## config.mk

```make
export PLATFORM = sky130hd
export DESIGN_NAME = shift_move_datapath
export DESIGN_NICKNAME = d
export VERILOG_FILES = /design/src/rtl/shift_move_pkg.sv /design/src/rtl/alu_if.sv /design/src/rtl/shift_move_alu.sv /design/src/rtl/shift_move_datapath.sv
export SDC_FILE = /design/constraint.sdc
export NUM_CORES = 1
export LEC_CHECK = 0
export BUFFER_PORTS_ARGS = -buffer_cell sky130_fd_sc_hd__buf_2
export CAP_MARGIN = 5
export CORE_ASPECT_RATIO = 1.5
export CORE_MARGIN = 5
export CORE_UTILIZATION = 35
export CTS_CLUSTER_SIZE = 25
export DETAILED_ROUTE_END_ITERATION = 10
export GPL_TIMING_DRIVEN = 1
export SETUP_SLACK_MARGIN = 0.02
export SLEW_MARGIN = 0
export SYNTH_ARGS = -nofsm -noshare
export SYNTH_HDL_FRONTEND = slang
export SYNTH_SLANG_ARGS = --single-unit
```

## constraint.sdc

```tcl
create_clock -name MCLK -period 2.71 [get_ports MCLK]
set_input_delay 0.542 -clock MCLK [delete_from_list [all_inputs] [get_ports MCLK]]
set_output_delay 0.542 -clock MCLK [all_outputs]
set_load 0.01 [all_outputs]
```

## src/rtl/shift_move_pkg.sv

```systemverilog
// shared constants and types for the shift/move datapath
package shift_move_pkg;
  localparam int DATA_W = 8;
  localparam int ADDR_W = 7;
  localparam logic [1:0] OP_NONE = 2'h0;
  localparam logic [1:0] OP_SHL = 2'h1;
  localparam logic [1:0] OP_SHR = 2'h2;
  localparam logic [1:0] OP_MOV = 2'h3;
  localparam logic DEST_ACC = 1'h0;
  localparam logic DEST_FILE = 1'h1;
  localparam logic [7:0] ACC_RESET = 8'h00;
  localparam logic CARRY_RESET = 1'h0;
  localparam logic ZERO_RESET = 1'h0;
  localparam logic [6:0] WADDR_RESET = 7'h00;
  localparam logic [7:0] WDATA_RESET = 8'h00;
  typedef enum logic [1:0] {
    ST_IDLE = 2'b00,
    ST_DONE = 2'b01
  } phase_t;
endpackage

```

## src/rtl/alu_if.sv

```systemverilog
// operand and result bundle between the top and the alu
`timescale 1ns/1ps
interface alu_if;
  logic [1:0] op;
  logic [7:0] operand;
  logic [7:0] result;
  logic carry_out;
  logic carry_we;
  logic zero_out;
  logic zero_we;
  modport core (output op, output operand,
    input result, input carry_out, input carry_we,
    input zero_out, input zero_we);
  modport alu (input op, input operand,
    output result, output carry_out, output carry_we,
    output zero_out, output zero_we);
endinterface

```

## src/rtl/shift_move_alu.sv

```systemverilog
// combinational result and flag logic for shift and move
`timescale 1ns/1ps
module shift_move_alu
  import shift_move_pkg::*;
(
  alu_if.alu a
);
  always_comb begin
    a.result = a.operand;
    a.carry_out = 1'b0;
    a.carry_we = 1'b0;
    a.zero_we = 1'b0;
    case (a.op)
      OP_SHL: begin
        a.result = {a.operand[6:0], 1'b0};
        a.carry_out = a.operand[7];
        a.carry_we = 1'b1;
        a.zero_we = 1'b1;
      end
      OP_SHR: begin
        a.result = {1'b0, a.operand[7:1]};
        a.carry_out = a.operand[0];
        a.carry_we = 1'b1;
        a.zero_we = 1'b1;
      end
      OP_MOV: begin
        a.result = a.operand;
        a.zero_we = 1'b1;
      end
      default: begin
        a.result = a.operand;
      end
    endcase
    a.zero_out = (a.result == 8'h00);
  end
endmodule

```

## src/rtl/shift_move_datapath.sv

```systemverilog
// shift left, shift right and move-file datapath with accumulator and flags
`timescale 1ns/1ps
module shift_move_datapath
  import shift_move_pkg::*;
(
  // clock and reset
  input wire logic MCLK,
  input wire logic SYS_RST,
  // instruction from decoder
  input wire logic EXEC,
  input wire logic [1:0] OP,
  input wire logic DEST,
  input wire logic [6:0] FILE_ADDR,
  input wire logic [7:0] FILE_DATA,
  // file register write-back
  output logic FILE_WE,
  output logic [6:0] FILE_WADDR,
  output logic [7:0] FILE_WDATA,
  // core state
  output logic [7:0] ACC,
  output logic CARRY,
  output logic ZERO,
  output logic DONE
);
  // ----------------------------------------
  // state
  // ----------------------------------------
  typedef struct packed {
    logic [7:0] acc;
    logic carry;
    logic zero;
    logic file_we;
    logic [6:0] waddr;
    logic [7:0] wdata;
    phase_t phase;
  } state_t;

  state_t r;
  state_t next_r;
  alu_if a ();

  shift_move_alu alu_u (
    .a(a)
  );

  assign a.op = EXEC ? OP : OP_NONE;
  assign a.operand = FILE_DATA;

  // ----------------------------------------
  // next state
  // ----------------------------------------
  always_comb begin
    next_r = r;
    next_r.file_we = 1'b0;
    next_r.phase = ST_IDLE;
    if (EXEC && OP != OP_NONE) begin
      next_r.phase = ST_DONE;
      if (DEST == DEST_ACC) begin
        next_r.acc = a.result;
      end else begin
        next_r.file_we = 1'b1;
        next_r.waddr = FILE_ADDR;
        next_r.wdata = a.result;
      end
      if (a.carry_we) begin
        next_r.carry = a.carry_out;
      end
      if (a.zero_we) begin
        next_r.zero = a.zero_out;
      end
    end
  end

  always_ff @(posedge MCLK) begin
    if (SYS_RST) begin
      r <= '{acc: ACC_RESET, carry: CARRY_RESET, zero: ZERO_RESET,
             file_we: 1'b0, waddr: WADDR_RESET, wdata: WDATA_RESET,
             phase: ST_IDLE};
    end else begin
      r <= next_r;
    end
  end

  assign ACC = r.acc;
  assign CARRY = r.carry;
  assign ZERO = r.zero;
  assign FILE_WE = r.file_we;
  assign FILE_WADDR = r.waddr;
  assign FILE_WDATA = r.wdata;
  assign DONE = (r.phase == ST_DONE);
endmodule

```

# After elaboration in Yosys (flattened, before gate mapping)
# Cells that the tools add are included.
dict set report classes {
  eq_ne 4
  mux 7
  bitwise 2
  n_reduce_logical 10
}
# operator count
set ops {}
lappend ops {{16-bit two-way mux} 1}
lappend ops {{8-bit one-hot mux with 2 select lines} 1}
lappend ops {{8-bit logical NOT} 1}
lappend ops {{2-bit AND reduction} 4}
lappend ops {{2-bit by 1-bit == test with 1-bit output, second input constant} 2}
lappend ops {{2-bit == test, second input constant} 2}
lappend ops {{2-bit OR reduction} 2}
lappend ops {{1-bit two-way mux} 3}
lappend ops {{3-bit OR reduction} 1}
lappend ops {{2-bit two-way mux} 1}
lappend ops {{1-bit inverter} 2}
lappend ops {{1-bit one-hot mux with 2 select lines} 1}
lappend ops {{2-bit nonzero test} 1}
lappend ops {{1-bit logical AND} 1}
dict set report totals {
  register_bits 28
  in_bits 21
  wordCells 30
}

# Logic depth before layout (Yosys ltp)
# Gate-level depths: netlist of the first run.
dict set report depth {
  word_depth 5
  ltp_mapped 8
  mapped_depth_nobuf 7
}

# By module
# From an unflattened synthesis of the first run, not the netlist that was laid out.
dict set report hier_totals {
  hier_cells 164
  area_unflattened_um2 1316.3
}
# module instances cells_per_inst area_each_um2
set modules_own_cells {}
lappend modules_own_cells {shift_move_datapath 1 125 1044.8}
lappend modules_own_cells {shift_move_alu 1 39 271.5}

# Least setup slack after synthesis of the first run
# Ideal clock, no wire load.
dict set report synth_path {
  path_kind {input -> register}
  from {input port EXEC}
  to {register r, in the netlist ZERO}
  t_arrival_ns 1.983
  slack_ns 0.631
  stages 8
  n_path_buf 2
  path_cell_list {and2_1 ha_1 buf_6 buf_6 nand2_1 o21ai_0 or4_4 o41ai_2}
}
dict set report synth_between {
  elab_chain_cells 5
}
# item line
set synth_rtl {}
lappend synth_rtl {{start: declaration} shift_move_datapath.sv:10} ;# input wire logic EXEC,
lappend synth_rtl {{2-bit two-way mux} shift_move_datapath.sv:46} ;# assign a.op = EXEC ? OP : OP_NONE;
lappend synth_rtl {{2-bit == test / 2-bit by 1-bit == test with 1-bit output (equally long branches)} shift_move_alu.sv:13} ;# case (a.op)
lappend synth_rtl {{3-bit OR reduction (no source line)} n/a}
lappend synth_rtl {{1-bit two-way mux} shift_move_alu.sv:13}
lappend synth_rtl {{2-bit AND reduction (no source line)} n/a}
lappend synth_rtl {{end signal: assignment} shift_move_datapath.sv:76} ;# r <= '{acc: ACC_RESET, carry: CARRY_RESET, zero: ZERO_RESET,
lappend synth_rtl {{end signal: assignment} shift_move_datapath.sv:80} ;# r <= next_r;
lappend synth_rtl {{end: declaration} shift_move_datapath.sv:38} ;# state_t r;
# Parallel ways exist; a longest one is shown, timed or not.
# A chain may end at the register's enable or synchronous reset.

# Final worst setup path of the first run
# Same ends and word-level chain as after synthesis.

==> implementation parameters, run 1 <==
Parameter                              Value

Power and ir drop
  Peak supply drop ... 243 uV
  Total power density per cell area ... 527 nW/um^2
  Share of power burned in combinational logic ... 17.2%
  Switch Pwr ... just over 0.0002 W
  Design internal power ... ~0.00057 W
  Leakage component of the power ... 0.665 nW
  Switching share of power ... around a quarter
  Total power ... 0.000774 W
  Clock network power share ... between 20% and 30%
  Share of total power in sequential cells ... 54.5%

Setup path
  Worst reg2reg setup slack ... 1910 ps
  Startpoint-to-endpoint class of the critical path ... input pin to register
  Worst r2r dst ... ZERO$_SDFFE_PP0P_
  Number of cell instances on the worst register-to-register path ... 3
  Crit path capture ... ZERO$_SDFFE_PP0P_
  Critical path capture point type ... register
  Critical Path Source ... EXEC
  Origin of the critical flop-to-flop path ... ZERO$_SDFFE_PP0P_
  Launching element type of the critical path ... input pin
  Critical-path maximum fanout ... 17
  WP data required ... ~2900 ps
  Data arrival time of the critical path ... 2290 ps

Yosys
  Fraction of the yosys area taken by sequential cells ... 45.0%
  Async set-reset flop share out of synthesis ... 0%
  Post-synth top area share ... 45.0%
  YS warnings ... 0
  List of most frequent post-synthesis cells ... 39 x nand2_1, 27 x dfxtp_1, 21 x a21oi_1
  Number of standard cells after synthesis ... 148
  Number of different library cells in the post-synthesis netlist ... 22
  Main flop type after synthesis ... dfxtp_1
  Most common cell in the synthesized netlist ... nand2_1
  Top cell type by total area after synthesis ... dfxtp_1
  Number of flops mapped to enable cells by yosys ... 0
  Mapped cell area ... around 1200 sq um
  Number of nets produced by synthesis ... between 150 and 200
  Largest cells by area after synthesis ... dfxtp_1 45%, nand2_1 12%, a21oi_1 8.8%
  Post-synthesis average cell area ... 8.12 sq um
  Total of flip-flops plus latches after synthesis ... 27

Detailed routing
  First-pass iteration count of the detailed router ... 4
  Via-to-Cell Ratio ... 4.93
  Count of antenna-violating nets left after detailed routing ... 0
  Initial detailed-routing violation count ... 68
  DRC violation count after routing ... 0
  Total wire length ... 2.89 mm
  Average detailed-routed wire length per instance ... 12.5 microns
  DR vias ... between 1,000 and 1,500

Floorplan
  Die Outline Area ... roughly 4700 sq um
  Vertical extent of the die ... 81.8 microns
  Effective utilization at floorplan ... 35.8%
  Cell row count ... 26
  Count of boundary I/O pins ... 48
  Area of the core region ... 3350 sq um
  Die Width ... 57.8 microns

Global routing
  Total congestion overflow after global routing ... 0
  First-pass GRT wire length ... about 4.7 mm
  Number of antenna violations at the first check in global routing ... 0
  Vias in the first global route ... 1,027
  Overall Global Routing Usage ... about an eighth
  Largest net degree at the start of global routing ... 28

Placed design
  Last weighted congestion value of the routability-driven placer ... 0.792
  Placed wire-length estimate after detailed placement ... ~2.3 mm
  DP Worst Slack ... 335 ps
  Port Buffers ... 47

Layout
  Antenna diodes ... 0
  Area overhead of the layout relative to synthesis ... 22.2%
  Share of post-route cells with drive strength above 1 ... 30.5%
  Number of nets in the layout ... 215
  Total of fill cells in the finished design ... 353

Outcome
  Run status ... finished clean

Clock tree
  Master cell of the clock root buffer ... clkbuf_8
  Count of clock tree sinks ... 27
  Number of buffers inserted by hold repair at cts ... 0
  Later-pin clock latency in the skew report ... around 270 ps
  Clk buf depth ... 2
  Clock transition at the register clock pins on the worst setup and hold paths after CTS ... approximately 80 ps
  Clock tree from TritonCTS ... done
  Inserted Clock Buffers ... 3
  Post-cts resize count ... 0
  Post-CTS setup buffer count ... 0
  Max H-tree Level ... 1

STA
  RSZ-0062 raised after global routing ... false
  Max-slew violations ... 0
  Worst Slack Setup Final ... around 610 ps
  Final Critical Period ... 2100 ps
  Final hold viol count ... 0
  Setup-violating endpoint count in the final report ... 0
  Final total negative setup slack ... 0 ps
  Least-Margin Pin Slew ... 616 ps
  Share of the clock period used by the worst path ... 77.6%
  Maximum clock frequency ... between 0.4 and 0.5 GHz
  Worst slew margin relative to its limit ... 58.8%
  Worst Skew ... 0 ps

Worst hold path
  Worst Hold Path Cells ... 2
  Hold Crit Class ... register to register

Flow run
  # Max-Cap Violations ... 0
==> state kept, by name, indices dropped and copies added (netlist names) <==
name and flops:
FILE_WDATA 8, FILE_WADDR 7, ACC 8, r 1, ZERO 1, CARRY 1
FILE_WE 1
==> stage by stage <==
stage               util (%)  area [sq um]  hold slack [ps]  instances
floorplan                  -          1200              481        148
global placement        42.5          1420              439        228
detailed placement      42.5          1420              445        228
CTS                     43.8          1470              457        232
global route            43.8          1470              478        232
finish                  43.8          1470              453        232
==> power by group through the flow <==
stage / registers [W] / clock network [W] / logic [W]
final: 0.000422 / 0.000219 / 0.000133
after global routing: 0.000425 / 0.000245 / 0.000148
after CTS: 0.000422 / 0.000228 / 0.000134
after detailed placement: 0.000432 / 0 / 0.000134
after global placement: 0.000431 / 0 / 0.000130
after floorplan: 0.000441 / 0 / 0.0000817
==> area by class of cell <==
type | count | area [sq um] | share of cell area (%)
timing repair buffer | 49 | 250 | 17.1
clock buffer | 4 | 45.0 | 3.07
multi-input combinational | 107 | 568 | 38.7
inverter | 3 | 11.3 | 0.767
sequential | 27 | 541 | 36.8
tap | 42 | 52.6 | 3.58
==> logic make-up after synthesis <==
logic type	share of synthesized area, %
and+or+nand+nor	20.3
AOI/OAI and AO/OA	23.9
DFF	45.0
buffers and inverters	7.71
adders and majority gates	3.13
==> routing by layer <==
metal	vias up	wire, microns	track usage (%)
met5	-	0	0
met3	6	300	2.99
met4	0	48	5.57
met1	504	1130	13.8
met2	47	1410	22.3
li1	587	-	-
==> cell usage in the layout (no fill, tap or decap), types with 2 or more instances in the layout <==
cell type  Yosys  final
buf_2          2     47
o21ai_0       11     11
a211oi_1       5      5
a22oi_1        6      6
ha_1           3      3
o21ai_1        3      3
dfxtp_1       27     27
clkbuf_8       0      3
buf_4          0      2
inv_1          3      3
nor2_1        10     10
a21oi_1       21     21
nand2_1       39     39
==> critical path: stages <==
cell	delay [ps]
buf_2	110
and2_1	170
ha_1	540
o21ai_0	230
or4_4	510
o41ai_2	190
==> how the worst min path moves through the flow <==
| stage | slack, ps | start | end |
|---|---|---|---|
| after floorplan | 480 | FILE_WADDR[0]$_SDFFE_PP0P_ | FILE_WADDR[0]$_SDFFE_PP0P_ |
| after global placement | 440 | FILE_WADDR[4]$_SDFFE_PP0P_ | FILE_WADDR[4]$_SDFFE_PP0P_ |
| after detailed placement | 440 | FILE_WADDR[4]$_SDFFE_PP0P_ | FILE_WADDR[4]$_SDFFE_PP0P_ |
| after CTS | 460 | FILE_WADDR[4]$_SDFFE_PP0P_ | FILE_WADDR[4]$_SDFFE_PP0P_ |
| after global routing | 480 | FILE_WADDR[5]$_SDFFE_PP0P_ | FILE_WADDR[5]$_SDFFE_PP0P_ |
| final | 450 | FILE_WADDR[1]$_SDFFE_PP0P_ | FILE_WADDR[1]$_SDFFE_PP0P_ |
No activity file was read; power rests on OpenSTA's default activity.
==> run 2: changes to the inputs <==
==> constraint.sdc (replaced) <==
create_clock -name MCLK -period 2.1 [get_ports MCLK]
set_input_delay 0.42 -clock MCLK [delete_from_list [all_inputs] [get_ports MCLK]]
set_output_delay 0.42 -clock MCLK [all_outputs]
set_load 0.01 [all_outputs]
==> implementation parameters, run 2 (synthesis results as in run 1) <==
Parameter                              Value

Detailed routing
  Total wire length ... 2.91 mm
  Average detailed-routed wire length per instance ... 12.0 microns
  Via-to-Cell Ratio ... 4.87
  First-pass iteration count of the detailed router ... 4
  Count of antenna-violating nets left after detailed routing ... 0
  Initial detailed-routing violation count ... 32
  Met1 Routed Length ... 1.18 mm
  Total met2 wirelength after detailed routing ... 1.46 mm
  Uppermost layer routed ... met4
  DR vias ... around 1,200
  DRC violation count after routing ... 0
  Metal3 WL ... 245 microns

STA
  Final-layout worst hold slack ... roughly 400 ps
  Worst slew margin relative to its limit ... 69.1%
  Setup-violating endpoint count in the final report ... 0
  Least-Margin Pin Slew ... ~460 ps
  Maximum clock frequency ... 0.533 GHz
  Worst Slack Setup Final ... 224 ps
  Max-slew violations ... 0
  Share of the clock period used by the worst path ... 89.3%
  Final total negative setup slack ... 0 ps
  Worst Skew ... 0 ps
  Final Critical Period ... between 1500 and 2000 ps
  Final hold viol count ... 0
  RSZ-0062 raised after global routing ... false

Worst hold path
  Hold Crit Class ... input pin to register
  Worst Hold Path Cells ... 3

Layout
  Most frequent standard cell in the layout excluding fill and tap cells ... buf_2
  Share of post-route cells with drive strength above 1 ... 34.5%
  Antenna diodes ... 0
  Top library cells by usage in the layout, fill and taps aside ... 47 x buf_2, 39 x nand2_1, 27 x dfxtp_1, 21 x a21oi_1, 12 x buf_4
  Final cell count without fillers ... 242
  Number of nets in the layout ... 225
  Area overhead of the layout relative to synthesis ... 28.5%

Setup path
  WP data required ... approximately 2300 ps
  Number of cell instances on the worst register-to-register path ... 3
  Startpoint-to-endpoint class of the critical path ... input pin to register
  Launching element type of the critical path ... input pin
  Critical-path maximum fanout ... 13
  Data arrival time of the critical path ... 2050 ps
  Critical path capture point type ... register

Clock tree
  Max H-tree Level ... 1
  Post-cts resize count ... 0
  Count of clock tree sinks ... 27
  Master cell of the clock root buffer ... clkbuf_8
  Clk buf depth ... 2
  Clock transition at the register clock pins on the worst setup and hold paths after CTS ... approximately 90 ps
  Inserted Clock Buffers ... 3
  Later-pin clock latency in the skew report ... roughly 260 ps
  Clock tree from TritonCTS ... done
  Post-CTS setup buffer count ... 0
  Number of buffers inserted by hold repair at cts ... 0

Placed design
  Last weighted congestion value of the routability-driven placer ... 0.759
  Port Buffers ... between 40 and 50
  Total placed cells including tap cells ... ~240
  Placed wire-length estimate after detailed placement ... 2.40 mm
  DP Worst Slack ... -62.4 ps

Global routing
  Overall Global Routing Usage ... 12.8%
  Number of antenna violations at the first check in global routing ... 0
  Largest net degree at the start of global routing ... 28
  Total congestion overflow after global routing ... 0
  First-pass GRT wire length ... 4.88 mm
  Vias in the first global route ... 1,184

Floorplan
  Area of the core region ... 3350 sq um
  Die Outline Area ... 4730 sq um
  Cell row count ... 26
  Count of boundary I/O pins ... 48
  Die Width ... 57.8 microns
  Vertical extent of the die ... around 82 microns
  Effective utilization at floorplan ... a little over a third

Power and ir drop
  Peak supply drop ... 272 uV
  Total power density per cell area ... 662 nW/um^2
  Leakage component of the power ... around 0.72 nW
  Total power ... 0.00102 W

Flow run
  # Max-Cap Violations ... 0

Outcome
  Run status ... finished clean
## run 2: layout make-up
type / instances / area (sq um)
fillers: 353 / 1810
clock inverters: 1 / 5.00
multi-input cells: 107 / 568
flip-flops and latches: 27 / 541
clock buffers: 3 / 41.3
well taps: 42 / 52.6
repair buffers: 59 / 325
inverters: 3 / 11.3
## run 2: per-layer routing
metal	vias to the layer above	global-route usage (%)
li1	608	-
met1	523	13.7
met2	46	24.5
met3	2	1.89
met4	0	4.87
met5	-	0
## run 2: worst paths after layout
kind                              start                    endpoint  slack [ps]
max                                EXEC           ZERO$_SDFFE_PP0P_         220
max reg2reg           ZERO$_SDFFE_PP0P_           ZERO$_SDFFE_PP0P_        1310
min                        FILE_ADDR[6]  FILE_WADDR[6]$_SDFFE_PP0P_         390
min reg2reg  FILE_WADDR[0]$_SDFFE_PP0P_  FILE_WADDR[0]$_SDFFE_PP0P_         460
## run 2: worst max-delay path, stage by stage
cell,delay (ps)
buf_2,110
and2_1,170
ha_1,430
nand2_1,110
o21ai_1,80
or4_4,540
o41ai_2,190
## run 2: per-stage QoR
| step | util, % | area [sq um] |
|---|---|---|
| 2_1_floorplan | - | 1200 |
| 3_3_place_gp | 44.7 | 1500 |
| 3_5_place_dp | 44.7 | 1500 |
| 4_1_cts | 46.1 | 1540 |
| 5_1_grt | 46.1 | 1540 |
| 6_report | 46.1 | 1540 |
## run 2: where the power goes
part / switching (W) / total [W] / internal (W)
Clock: 0.000146 / 0.000278 / 0.000132
Combinational: 0.000109 / 0.000199 / 0.0000897
Sequential: 0.00000960 / 0.000545 / 0.000535
==> run 3: changes to the inputs <==
--- a/config.mk
+++ b/config.mk
@@ -13,6 +13,7 @@
 export CTS_CLUSTER_SIZE = 25
 export DETAILED_ROUTE_END_ITERATION = 10
 export GPL_TIMING_DRIVEN = 1
+export REMOVE_ABC_BUFFERS = 1
 export SETUP_SLACK_MARGIN = 0.02
 export SLEW_MARGIN = 0
 export SYNTH_ARGS = -nofsm -noshare
==> implementation parameters, run 3 (synthesis results as in run 1) <==
Parameter                              Value

Outcome
  Run status ... finished clean

Power and ir drop
  Switching share of power ... 25.7%
  Total power density per cell area ... 661 nW/um^2
  Share of power burned in combinational logic ... 19.6%
  Leakage component of the power ... 0.719 nW
  Peak supply drop ... 332 uV
  Clock network power share ... 27.2%
  Total power ... 0.00103 W
  Switch Pwr ... 0.000263 W
  Design internal power ... between 0.0007 and 0.0008 W
  Share of total power in sequential cells ... 53.2%

Global routing
  Overall Global Routing Usage ... 12.6%
  Number of antenna violations at the first check in global routing ... 0
  Largest net degree at the start of global routing ... 28
  Total congestion overflow after global routing ... 0
  First-pass GRT wire length ... 4.71 mm
  Vias in the first global route ... 1,085

Detailed routing
  DRC violation count after routing ... 0
  Count of antenna-violating nets left after detailed routing ... 0
  Average detailed-routed wire length per instance ... roughly 12 microns
  Initial detailed-routing violation count ... 21
  DR vias ... 1,189
  First-pass iteration count of the detailed router ... 4
  Via-to-Cell Ratio ... 4.89
  Total wire length ... between 2 and 3 mm

Setup path
  Peak per-stage delay on the critical path ... about 540 ps
  Critical-path maximum fanout ... 13
  Data arrival time of the critical path ... between 2000 and 2500 ps
  Worst reg2reg setup slack ... 1310 ps
  Cell-by-cell trace of the critical path ... buf_2 > and2_1 > ha_1 > nand2_1 > o21ai_1 > or4_4 > o41ai_2
  Startpoint-to-endpoint class of the critical path ... input pin to register
  Critical path capture point type ... register
  WP data required ... 2280 ps
  Launching element type of the critical path ... input pin
  Worst path slowest cell ... or4_4

Layout
  Share of post-route cells with drive strength above 1 ... 34.3%
  Multi-input logic area ... between 500 and 600 sq um
  End-of-flow core utilization ... 46.3%
  Total of fill cells in the finished design ... 345
  Number of nets in the layout ... 226
  Top library cells by usage in the layout, fill and taps aside ... 47 x buf_2, 39 x nand2_1, 27 x dfxtp_1, 21 x a21oi_1, 13 x buf_4
  Total non-filler cell area in the finished layout ... 1550 sq um
  Area overhead of the layout relative to synthesis ... 29.1%
  Most frequent standard cell in the layout excluding fill and tap cells ... buf_2
  Antenna diodes ... 0
  Final cell count without fillers ... 243
  Flip-flop and latch area ... 541 sq um

Placed design
  Total placed cells including tap cells ... 239
  Instance area at placement ... 1510 sq um
  Port Buffers ... 47
  Last weighted congestion value of the routability-driven placer ... 0.806
  Placed wire-length estimate after detailed placement ... between 2 and 2.5 mm

Floorplan
  Cell row count ... 26
  Vertical extent of the die ... 81.8 microns
  Count of boundary I/O pins ... 48
  Die Width ... 57.8 microns
  Area of the core region ... 3350 sq um
  Die Outline Area ... 4730 sq um
  Effective utilization at floorplan ... 35.8%

STA
  Share of the clock period used by the worst path ... 89.4%
  Worst slew margin relative to its limit ... 59.9%
  Least-Margin Pin Slew ... 600 ps
  Max-slew violations ... 0
  Final total negative setup slack ... 0 ps
  RSZ-0062 raised after global routing ... false
  Maximum clock frequency ... 0.533 GHz
  Final hold viol count ... 0
  Setup-violating endpoint count in the final report ... 0
  Worst Skew ... 0 ps
  Final Critical Period ... 1880 ps

Clock tree
  Number of buffers inserted by hold repair at cts ... 0
  Later-pin clock latency in the skew report ... 260 ps
  Clock transition at the register clock pins on the worst setup and hold paths after CTS ... 80 ps
  Inserted Clock Buffers ... 3
  Post-CTS setup buffer count ... 0
  Max H-tree Level ... 1
  Clk buf depth ... 2
  Post-cts resize count ... 0
  Count of clock tree sinks ... 27
  Master cell of the clock root buffer ... clkbuf_8
  Clock tree from TritonCTS ... done

Flow run
  # Max-Cap Violations ... 0

Worst hold path
  Hold Crit Class ... input pin to register
## run 3: cell count changes in the layout (fill, tap and decap cells not counted), sizes merged
| cell | before | now |
|---|---|---|
| buf | 59 | 60 |
| clkinv | 1 | 0 |
| clkbuf | 3 | 4 |
## run 3: power groups by stage
stage | Combinational (W) | Sequential, W | Clock (W)
final | 0.000201 | 0.000545 | 0.000279
after global routing | 0.000223 | 0.000549 | 0.000311
after CTS | 0.000203 | 0.000546 | 0.000294
after detailed placement | 0.000203 | 0.000558 | 0
after global placement | 0.000198 | 0.000556 | 0
after floorplan | 0.0000824 | 0.000569 | 0
## run 3: layout make-up
| type | count | area share, % |
|---|---|---|
| Clock buffer | 4 | 2.91 |
| Inverter | 3 | 0.726 |
| Multi-Input combinational cell | 107 | 36.6 |
| Sequential cell | 27 | 34.9 |
| Tap cell | 42 | 3.39 |
| Timing Repair Buffer | 60 | 21.5 |
## run 3: worst max-delay path: cells and delay by family
family	cells	cell delay, ps
compound gates	2	270
buf+inv	1	110
fa+ha+maj	1	430
simple gates	3	820
## run 3: per-stage QoR
stage / hold WS [ps] / worst slack (ps)
floorplan: 474 / 92.4
global placement: 438 / -9.94
detailed placement: 443 / -67.6
CTS: 378 / 224
global route: 377 / 106
finish: 386 / 222
## run 3: per-layer routing
metal	up-vias	share of wire (%)	global-route usage (%)	wire, microns
met1	536	39	14.1	1140
met4	0	1.5	5.34	44
met5	-	0	0	0
met3	4	8.8	3.14	256
met2	43	50	22.3	1460
li1	606	-	-	-
## run 3: path summary, 6_finish.rpt
kind	from	to	depth (start not counted)
setup reg to reg	ZERO$_SDFFE_PP0P_	ZERO$_SDFFE_PP0P_	3
hold reg to reg	FILE_WADDR[3]$_SDFFE_PP0P_	FILE_WADDR[3]$_SDFFE_PP0P_	2
setup / recovery	EXEC	ZERO$_SDFFE_PP0P_	7
hold / removal	FILE_ADDR[1]	FILE_WADDR[1]$_SDFFE_PP0P_	3
